### src/adcr_pkg.sv
`default_nettype none
// ==========================================================
// shared constants for both ends of the configuration link
package adcr_pkg;
    // register addresses carried in the 11-bit frame field
    localparam logic [10:0] ADR_KEY = 11'h000;
    localparam logic [10:0] ADR_PD = 11'h004;
    localparam logic [10:0] ADR_SDI = 11'h008;
    localparam logic [10:0] ADR_OC1 = 11'h00c;
    localparam logic [10:0] ADR_OC2 = 11'h00d;
    localparam logic [10:0] ADR_OC3 = 11'h00e;
    localparam logic [10:0] ADR_OC4 = 11'h00f;
    localparam logic [10:0] ADR_DCW = 11'h010;
    localparam logic [10:0] ADR_PAR = 11'h011;
    // storage slots, one per register
    localparam int NREG = 9;
    localparam logic [3:0] IDX_KEY = 4'h0;
    localparam logic [3:0] IDX_PD = 4'h1;
    localparam logic [3:0] IDX_SDI = 4'h2;
    localparam logic [3:0] IDX_OC1 = 4'h3;
    localparam logic [3:0] IDX_OC2 = 4'h4;
    localparam logic [3:0] IDX_OC3 = 4'h5;
    localparam logic [3:0] IDX_OC4 = 4'h6;
    localparam logic [3:0] IDX_DCW = 4'h7;
    localparam logic [3:0] IDX_PAR = 4'h8;
    localparam logic [3:0] IDX_NONE = 4'hf;
    // writable bits per register, reserved bits stay zero
    localparam logic [7:0] MSK_KEY = 8'hff;
    localparam logic [7:0] MSK_PD = 8'h1e;
    localparam logic [7:0] MSK_SDI = 8'h03;
    localparam logic [7:0] MSK_OC1 = 8'h77;
    localparam logic [7:0] MSK_OC2 = 8'h01;
    localparam logic [7:0] MSK_OC3 = 8'h00;
    localparam logic [7:0] MSK_OC4 = 8'h01;
    localparam logic [7:0] MSK_DCW = 8'hff;
    localparam logic [7:0] MSK_PAR = 8'hff;
    localparam logic [7:0] RST_VAL = 8'h00;
    localparam logic [7:0] UNLOCK_KEY = 8'haa;
    // field positions
    localparam int PD_HALF = 4;
    localparam int INTERNAL_REFERENCE_OFF = 3;
    localparam int PD_BUF = 2;
    localparam int PD_CONV = 1;
    localparam int OC1_HOSTLEN = 6;
    localparam int OC1_RALIGN = 5;
    localparam int OC1_BYTESPLIT = 4;
    localparam int OC1_LANES = 2;
    localparam logic [1:0] PROTO_SPI = 2'h0;
    localparam logic [1:0] PROTO_RETIME = 2'h3;
    // frame commands
    localparam logic [4:0] OP_WR = 5'h01;
    localparam logic [4:0] OP_RD = 5'h02;
    localparam logic [4:0] OP_SET = 5'h03;
    localparam logic [4:0] OP_CLR = 5'h04;
    localparam logic [4:0] FRAME_CNT = 5'd24;
    localparam logic [5:0] EDGE_CNT = 6'd48;
    // link timing
    localparam int CLK_NS = 100;
    localparam int SCLK_HALF_NS = 800;
    localparam int HALF_CYC = (SCLK_HALF_NS + CLK_NS - 1) / CLK_NS;
    localparam logic [3:0] HALF_LD = 4'(HALF_CYC - 1);
    // controller register map on its bus
    localparam logic [7:0] AXI_FRAME = 8'h00;
    localparam logic [7:0] AXI_STAT = 8'h04;
    localparam logic [7:0] AXI_MODE = 8'h08;
    localparam int MODE_DUAL = 2;
    localparam logic [1:0] RESP_OK = 2'h0;
    localparam logic [1:0] RESP_SLV = 2'h2;
    // controller sequencer states
    typedef enum logic [3:0] {
        H_IDLE = 4'b0001,
        H_RUN = 4'b0010,
        H_TAIL = 4'b0100,
        H_GAP = 4'b1000
    } adcr_hst_state_t;
endpackage
`default_nettype wire

### src/adcr_link_if.sv
`default_nettype none
// ==========================================================
// serial configuration link between controller and device
interface adcr_link_if;
    logic sclk; // serial clock from the controller
    logic cs_b; // frame select, active low
    logic sdi; // command bits toward the device
    logic sdo0; // read lane 0
    logic sdo1; // read lane 1, msb lane in dual mode
    modport dev (input sclk, input cs_b, input sdi,
                 output sdo0, output sdo1);
    modport host (output sclk, output cs_b, output sdi,
                  input sdo0, input sdo1);
endinterface
`default_nettype wire

### src/adcr_dev.sv
`default_nettype none
module adcr_dev (
    input wire logic clock,
    input wire logic rst_b,
    adcr_link_if.dev link,
    output logic half_ref_buffer_off,
    output logic internal_reference_off,
    output logic reference_buffer_off,
    output logic converter_power_off,
    output logic [1:0] input_clock_mode_field,
    output logic host_friendly_length_enable,
    output logic right_align,
    output logic dual_lane_bytewise_split,
    output logic output_lane_count,
    output logic [1:0] output_protocol_field,
    output logic output_rate_select,
    output logic status_pin_config,
    output logic [7:0] output_word_format,
    output logic [7:0] check_bit_config,
    output logic write_unlocked
);
    import adcr_pkg::*;

    // ======================================================
    // decode helpers
    // address to storage slot, unmapped gives IDX_NONE
    function automatic logic [3:0] reg_idx(input logic [10:0] a);
        case (a)
            ADR_KEY: reg_idx = IDX_KEY;
            ADR_PD: reg_idx = IDX_PD;
            ADR_SDI: reg_idx = IDX_SDI;
            ADR_OC1: reg_idx = IDX_OC1;
            ADR_OC2: reg_idx = IDX_OC2;
            ADR_OC3: reg_idx = IDX_OC3;
            ADR_OC4: reg_idx = IDX_OC4;
            ADR_DCW: reg_idx = IDX_DCW;
            ADR_PAR: reg_idx = IDX_PAR;
            default: reg_idx = IDX_NONE;
        endcase
    endfunction

    // writable bits; reserved bits can never become one
    function automatic logic [7:0] reg_msk(input logic [3:0] i);
        case (i)
            IDX_KEY: reg_msk = MSK_KEY;
            IDX_PD: reg_msk = MSK_PD;
            IDX_SDI: reg_msk = MSK_SDI;
            IDX_OC1: reg_msk = MSK_OC1;
            IDX_OC2: reg_msk = MSK_OC2;
            IDX_OC3: reg_msk = MSK_OC3;
            IDX_OC4: reg_msk = MSK_OC4;
            IDX_DCW: reg_msk = MSK_DCW;
            IDX_PAR: reg_msk = MSK_PAR;
            default: reg_msk = 8'h00;
        endcase
    endfunction

    // ======================================================
    // state
    typedef struct packed {
        logic [2:0] sclk_s; // [0] first sync stage, [2] last
        logic [2:0] cs_s; // same layout for frame select
        logic [1:0] sdi_s; // two-stage sync of command data
        logic [4:0] cnt; // bits sampled, saturates
        logic [23:0] sh; // incoming frame
        logic [7:0] tx; // outgoing read byte
        logic [7:0] rd; // byte queued for the next frame
        logic [NREG-1:0][7:0] regs; // register storage
    } adcr_dev_st_t;

    adcr_dev_st_t s_q;
    adcr_dev_st_t s_d;

    logic cpol;
    logic cpha;
    logic sclk_edge;
    logic smp_edge;
    logic cs_fall;
    logic cs_rise;
    logic in_frame;
    logic unlocked;
    logic dual;
    logic proto_ok;
    logic [4:0] op;
    logic [3:0] idx;
    logic [7:0] dat;
    logic [7:0] msk;
    logic [7:0] cur;
    logic [7:0] oc1;

    // ======================================================
    // combinational decode of the synchronised pins
    assign cpol = s_q.regs[IDX_SDI][1];
    assign cpha = s_q.regs[IDX_SDI][0];
    // only stages two and three feed edge logic
    assign sclk_edge = s_q.sclk_s[1] ^ s_q.sclk_s[2];
    // modes 00 and 11 sample rising, 01 and 10 falling
    assign smp_edge = sclk_edge && (s_q.sclk_s[1] == ~(cpol ^ cpha));
    assign cs_fall = !s_q.cs_s[1] && s_q.cs_s[2];
    assign cs_rise = s_q.cs_s[1] && !s_q.cs_s[2];
    assign in_frame = !s_q.cs_s[1];
    assign unlocked = s_q.regs[IDX_KEY] == UNLOCK_KEY;
    assign op = s_q.sh[23:19];
    assign idx = reg_idx(s_q.sh[18:8]);
    assign dat = s_q.sh[7:0];
    assign msk = reg_msk(idx);
    // unmapped slot never indexes the array
    assign cur = (idx == IDX_NONE) ? 8'h00 : s_q.regs[idx];
    assign oc1 = s_q.regs[IDX_OC1];
    assign dual = oc1[OC1_LANES];
    assign proto_ok = (oc1[1:0] == PROTO_SPI) ||
                      (oc1[1:0] == PROTO_RETIME);

    // ======================================================
    // next state
    always_comb begin
        s_d = s_q;
        // pins shift through the synchronisers every cycle
        s_d.sclk_s = {s_q.sclk_s[1:0], link.sclk};
        s_d.cs_s = {s_q.cs_s[1:0], link.cs_b};
        s_d.sdi_s = {s_q.sdi_s[0], link.sdi};
        if (cs_fall) begin
            // new frame: restart count, present queued byte
            s_d.cnt = 5'd0;
            s_d.tx = s_q.rd;
            s_d.rd = 8'h00;
        end else if (in_frame && smp_edge) begin
            s_d.sh = {s_q.sh[22:0], s_q.sdi_s[1]};
            if (s_q.cnt != 5'h1f) begin
                s_d.cnt = s_q.cnt + 5'd1;
            end
        end else if (in_frame && sclk_edge && s_q.cnt != 5'd0) begin
            // launch edge; skipped before first sample so
            // that clock phase 1 keeps the first bit
            s_d.tx = dual ? {s_q.tx[5:0], 2'b00}
                          : {s_q.tx[6:0], 1'b0};
        end else if (cs_rise) begin
            s_d.tx = 8'h00;
            // short or long frames are dropped whole
            if (s_q.cnt == FRAME_CNT) begin
                // key slot always open, others need the key
                if (idx != IDX_NONE &&
                    (idx == IDX_KEY || unlocked)) begin
                    // power bits land here, at the select rise
                    case (op)
                        OP_WR: begin
                            s_d.regs[idx] = dat & msk;
                        end
                        OP_SET: begin
                            s_d.regs[idx] = (cur | dat) & msk;
                        end
                        OP_CLR: begin
                            s_d.regs[idx] = cur & ~dat;
                        end
                        default: begin
                            // nop, read and reserved codes
                        end
                    endcase
                end
                // reads are not gated by the key
                if (op == OP_RD) begin
                    s_d.rd = cur;
                end
            end
        end
    end

    // ======================================================
    // registers; reset clears all storage to zero
    always_ff @(posedge clock) begin
        if (!rst_b) begin
            s_q <= '0;
        end else begin
            s_q <= s_d;
        end
    end

    // ======================================================
    // outputs from storage, plus the key compare and the gated read lanes
    assign half_ref_buffer_off = s_q.regs[IDX_PD][PD_HALF];
    assign internal_reference_off = s_q.regs[IDX_PD][INTERNAL_REFERENCE_OFF];
    assign reference_buffer_off = s_q.regs[IDX_PD][PD_BUF];
    // host must still wait the wake-up time after clearing
    assign converter_power_off = s_q.regs[IDX_PD][PD_CONV];
    assign input_clock_mode_field = s_q.regs[IDX_SDI][1:0];
    assign host_friendly_length_enable = oc1[OC1_HOSTLEN];
    assign right_align = oc1[OC1_RALIGN];
    assign dual_lane_bytewise_split = oc1[OC1_BYTESPLIT];
    assign output_lane_count = dual;
    assign output_protocol_field = oc1[1:0];
    assign output_rate_select = s_q.regs[IDX_OC2][0];
    assign status_pin_config = s_q.regs[IDX_OC4][0];
    assign output_word_format = s_q.regs[IDX_DCW];
    assign check_bit_config = s_q.regs[IDX_PAR];
    assign write_unlocked = unlocked;
    // unsupported protocol codes hold both lanes low
    assign link.sdo1 = proto_ok && dual && s_q.tx[7];
    assign link.sdo0 = proto_ok && (dual ? s_q.tx[6] : s_q.tx[7]);
endmodule
`default_nettype wire

### src/flat_wrapper.sv
// flat-port wrapper written by rule: the top's interface ports become plain ports
module adcr_dev_flat import adcr_pkg::*;
  (clock, rst_b, half_ref_buffer_off, internal_reference_off, reference_buffer_off, converter_power_off, input_clock_mode_field, host_friendly_length_enable, right_align, dual_lane_bytewise_split, output_lane_count, output_protocol_field, output_rate_select, status_pin_config, output_word_format, check_bit_config, write_unlocked, link_sclk, link_cs_b, link_sdi, link_sdo0, link_sdo1);
  adcr_link_if link_i ();
  input wire logic clock;
  input wire logic rst_b;
  output logic half_ref_buffer_off;
  output logic internal_reference_off;
  output logic reference_buffer_off;
  output logic converter_power_off;
  output logic [1:0] input_clock_mode_field;
  output logic host_friendly_length_enable;
  output logic right_align;
  output logic dual_lane_bytewise_split;
  output logic output_lane_count;
  output logic [1:0] output_protocol_field;
  output logic output_rate_select;
  output logic status_pin_config;
  output logic [7:0] output_word_format;
  output logic [7:0] check_bit_config;
  output logic write_unlocked;
  input wire logic [$bits(link_i.sclk)-1:0] link_sclk;
  input wire logic [$bits(link_i.cs_b)-1:0] link_cs_b;
  input wire logic [$bits(link_i.sdi)-1:0] link_sdi;
  output wire logic [$bits(link_i.sdo0)-1:0] link_sdo0;
  output wire logic [$bits(link_i.sdo1)-1:0] link_sdo1;
  assign link_i.sclk = link_sclk;
  assign link_i.cs_b = link_cs_b;
  assign link_i.sdi = link_sdi;
  assign link_sdo0 = link_i.sdo0;
  assign link_sdo1 = link_i.sdo1;
  adcr_dev u_core (.clock(clock), .rst_b(rst_b), .link(link_i), .half_ref_buffer_off(half_ref_buffer_off), .internal_reference_off(internal_reference_off), .reference_buffer_off(reference_buffer_off), .converter_power_off(converter_power_off), .input_clock_mode_field(input_clock_mode_field), .host_friendly_length_enable(host_friendly_length_enable), .right_align(right_align), .dual_lane_bytewise_split(dual_lane_bytewise_split), .output_lane_count(output_lane_count), .output_protocol_field(output_protocol_field), .output_rate_select(output_rate_select), .status_pin_config(status_pin_config), .output_word_format(output_word_format), .check_bit_config(check_bit_config), .write_unlocked(write_unlocked));
endmodule
### config.mk
export PLATFORM = sky130hd
export DESIGN_NAME = adcr_dev_flat
export DESIGN_NICKNAME = d
export VERILOG_FILES = /design/src/adcr_pkg.sv /design/src/adcr_link_if.sv /design/src/adcr_dev.sv /design/src/flat_wrapper.sv
export SDC_FILE = /design/constraint.sdc
export NUM_CORES = 1
export LEC_CHECK = 0
export BUFFER_PORTS_ARGS = -buffer_cell sky130_fd_sc_hd__buf_2
export CAP_MARGIN = 20
export CORE_MARGIN = 2
export CORE_UTILIZATION = 60
export CTS_BUF_LIST = sky130_fd_sc_hd__clkbuf_8
export CTS_CLUSTER_DIAMETER = 150
export CTS_CLUSTER_SIZE = 40
export DETAILED_ROUTE_END_ITERATION = 12
export GPL_TIMING_DRIVEN = 1
export PLACE_DENSITY_LB_ADDON = 0.25
export SLEW_MARGIN = 20
export SYNTH_ARGS = -nofsm -noshare
export SYNTH_HDL_FRONTEND = slang
export SYNTH_SLANG_ARGS = --single-unit
### constraint.sdc
create_clock -name clock -period 6.8 [get_ports clock]
set_clock_uncertainty 0.05 [all_clocks]
set_input_delay 1.36 -clock clock [delete_from_list [all_inputs] [get_ports clock]]
set_output_delay 1.36 -clock clock [all_outputs]
set_load 0.01 [all_outputs]
* Word level (Yosys, flattened, before mapping)
Memory sizes are Yosys's and may differ from the RTL's. A register that Yosys moved wholly into a read port is not among the register bits.
Cells that the tools add are included.
** Storage, ports and cells
- Register bits after elaboration :: 125
- Bits in latches :: 0
- Bits in writable memories :: 0
- ROM bits :: 256
- Input bits :: 5
- Output and inout bits :: 33
- Logic and storage cells :: 94
- Memories kept :: 2
** Memories
- (no name shown) :: words 16, bits a word 8, rd ports 1, clocked after memory_dff 0, write ports 0, line adcr_dev.sv:44 : case (i)
- (no name shown) :: words 32, bits a word 4, rd ports 1, clocked after memory_dff 1, write ports 0, line adcr_dev.sv:28 : case (a)
** Cells by class
- Add/sub/neg operators :: 1
- $mul :: 0
- Divide/modulo/power cells :: 0
- Order comparisons :: 2
- Equal/unequal tests :: 12
- Shifts and indexed selects :: 0
- Muxes and demuxes :: 22
- Bitwise operators :: 12
- Reduce and logical (&&, ||, !) cells :: 27
** Operators by type and width (number)
- bitwise mux 72 bit :: 3
- case mux 72 bit (3 select lines) :: 1
- 2-to-1 mux 88 bit :: 2
- 2-to-1 mux 80 bit :: 2
- 2-to-1 mux 72 bit :: 1
- 2-to-1 mux 8 bit :: 6
- binary-select mux 8 bit (select 4 bit) :: 1
- demux 8 bit (select 4 bit) :: 1
- AND 8 bit :: 3
- 2-to-1 mux 16 bit :: 1
- logical AND 1 bit :: 11
- equality test 5 x 2 -> 1 bit (second input constant) :: 2
- 2-to-1 mux 5 bit :: 2
- equality test 8 bit (second input constant) :: 1
- NOT 8 bit :: 1
- OR 8 bit :: 1
- AND reduction 7 bit :: 1
- logical NOT 6 bit :: 1
- AND reduction 2 bit :: 3
- nonzero test 3 bit :: 2
- adder 5 x 1 -> 5 bit (second input constant) :: 1
- equality test 5 x 1 -> 1 bit (second input constant) :: 1
- equality test 5 x 3 -> 1 bit (second input constant) :: 1
- equality test 5 bit (second input constant) :: 1
- 19 further kinds :: 26

* Depth between registers and ports, before layout
- Word-level depth :: 15
- Depth in mapped cells :: 10
- Gate-level depth less buffers :: 10

* Worst setup path before layout
No wires, ideal clock.
- Path kind :: register to output
- Start point :: register with a tool-made name
- End point :: output port link_sdo0
- Arrival :: 1096 ps
- Required time :: 5390 ps
- Setup slack :: 4294 ps
- Cell stages (with the launch flop) :: 4
- Path buffers :: 1
- Cell sequence :: dfxtp_1 clkbuf_1 mux2i_1 nor2b_1
** RTL lines
- end, declared :: line flat_wrapper.sv:25 : output wire logic [$bits(link_i.sdo0)-1:0] link_sdo0;

==> impl_metrics.toml <==
[status]
status = "finished clean"

[die]
row_count = 38
num_io_pins = 38
initial_core_util_pct = 61.5
dieHeight_um = 109
core_um2 = 10800
fp.dieArea_um2 = 12000
die_x_um = 109

[placed_design]
placed_cells = 919
placed_cell_area_um2 = 6710
place.gp.congestion = 0.981
dp_hpwl_um = 13900
port_buffers = 37
post-place-ws_ps = 3090

[worst_setup_path]
slowest_stage = "a2111oi_2"
worst-path-buf-inv = 2
arrival_ps = 3990
cp_cell_sequence = "buf_4, nor3_1, nand3_2, a2111oi_2, buf_4, and4_1, mux2i_1, nor2_1"
endpoint_kind = "flop"
cp_common_cell = "buf_4"
critPathTopFamily = "simple AND/OR/NAND/NOR gates"
worstPathRequired_ps = 7070
cp-start-kind = "flop"
crit_fanout = 21
critPathMaxStageDelay_ps = 920
crit_type = "flop to flop"

[job]
drv_cap = 0

[clock_network]
cts_root_buffer = "clkbuf_8"
cts_tree = "yes"
cts_resized = 0
post_cts_buffers = 0
cts-htree-levels = 4
cts_buffer_depth = 2
clk_latency_ps = 470
cts_hold_buf = 0
numCtsBuffers = 17
clock-sinks = 129
cts.clk_slew.worst_paths_ps = 70

[timing]
hold_viol = 0
holdWs_ps = 395
fin_crit_ps = 3720
tns_ps = 0
maxSlewHeadroom_pct = 24.2
fmaxAchievable_mhz = 269
worst_slew_pin_slew_ps = 1130
grt_setup_unrepaired = "no"
report.final.slew_viol_count = 0
fin_ws_ps = 3080
fin_crit_sh_pct = 54.6
setup_viol = 0

[drt]
vias_per_cell = 6.56
ant_nets = 0
wl_per_cell_um = 20.9
vias = 6237
drtPass1Iterations = 7
drt-initial-drc-count = 711
drc = 0
wl_um = 19900

[final_layout]
fin_cells = 951
area_growth_pct = 8.01
num-fill-cells = 932
stdcell_area_um2 = 7200
fin_util_pct = 66.4
n_antenna_cell = 0
multi_input_area_um2 = 3640
mostFrequentLayoutCell = "dfxtp_1"
final_cell_mix = "128 x dfxtp_1, 99 x nand2_1, 96 x a21oi_1, 77 x nor2_1, 49 x o21ai_0"
nNetsFinal = 808
drive_gt1_share_pct = 13.3
register_area_um2 = 2580

[global_route]
grt_usage_pct = 34.9
grt_pass1_vias = 5984
grt_first_pass_wirelength_um = 31600
grt-ovfl-total = 0
grt_start_max_net_pins = 64
antenna_found_initial = 0

[power]
p_per_area_nw_per_um2 = 223
combinationalPowerShare_pct = 2.1
clockPowerShare_pct = 50.4
p_seq_share_pct = 47.5
p_leak_nw = 2.66
power_mw = 1.61
p_sw_share_pct = 20.5
intPower_mw = 1.28
ir_drop_uv = 201
p_switching_uw = 330

[synth]
netlist_area_um2 = 6670
synth_cell_types = 75
seq_area_frac_synth_pct = 38.7
synth-edff-count = 0
async_flop_share_pct = 0
synth.avg_cell_area_um2 = 8.26
ys.flop_type = "dfxtp_1"
netlist_instances = 807
yosysWarnings = 0
syn_nets = 817
synth.ff_latch_count = 129

[worst_hold_path]
hold_path_startpoint = "u_core.s_d[123]"
hp-class = "flop to flop"
[cell families after synthesis]
family / share of synthesized area (%)
DFF: 38.7
AOI/OAI and AO/OA: 21.5
adders and majority gates: 0.938
buffers and inverters: 6.72
muxes: 9.50
xor gates and xnor gates: 0.788
and+or+nand+nor: 21.9
[layer usage]
layer  global-route usage [%]  routed length (um)  part of all wire [%]  up-vias
met5                        0                   0                     0        -
met4                     19.6                 884                   4.4        0
met3                     7.53                1700                   8.5       70
met2                     54.7                9120                    46      351
met1                     44.4                8200                    41     2952
li1                         -                   -                     -     2864
[layout make-up]
| class | count | area share [%] |
|---|---|---|
| Tap cell | 140 | 2.43 |
| Clock buffer | 21 | 4.01 |
| Timing Repair Buffer | 47 | 3.61 |
| Clock inverter | 11 | 2.87 |
| Multi-Input combinational cell | 590 | 50.5 |
| Sequential cell | 129 | 35.9 |
| Inverter | 13 | 0.695 |
[cells in the mapped netlist, drive strengths merged (5+ instances only)]
cell	number	area, um^2
dfxtp	129	2580
nand2	99	372
a21oi	96	480
nor2	77	289
o21ai	52	260
buf	39	263
clkbuf	36	136
mux2i	34	340
nand3	26	135
nor3	19	100
and2	17	106
inv	13	48.8
mux4	12	270
a31oi	11	68.8
and3	10	62.6
nor2b	10	62.6
a211oi	9	67.6
nand2b	8	50.1
o211a	7	70.1
o211ai	7	52.6
nor4	6	58.8
ha	5	62.6
nand4	5	37.5
[power by group through the flow]
stage               logic [mW]  registers [mW]  clock network [mW]
floorplan               0.0255           0.779                   0
global placement        0.0328           0.780                   0
detailed placement      0.0337           0.781                   0
CTS                     0.0340           0.763               0.815
global route            0.0381           0.763               0.847
finish                  0.0343           0.763               0.810
[path summary, 6_finish.rpt]
| path | to | slack, ps | cells past startpoint |
|---|---|---|---|
| worst max-delay path | flop | 3080 | 8 |
| worst max register to register | flop | 3080 | 8 |
| worst min-delay path | u_core.s_d[124] | 400 | 1 |
| worst min register to register | u_core.s_d[124] | 400 | 1 |
Power figures use the tool's default switching activity.
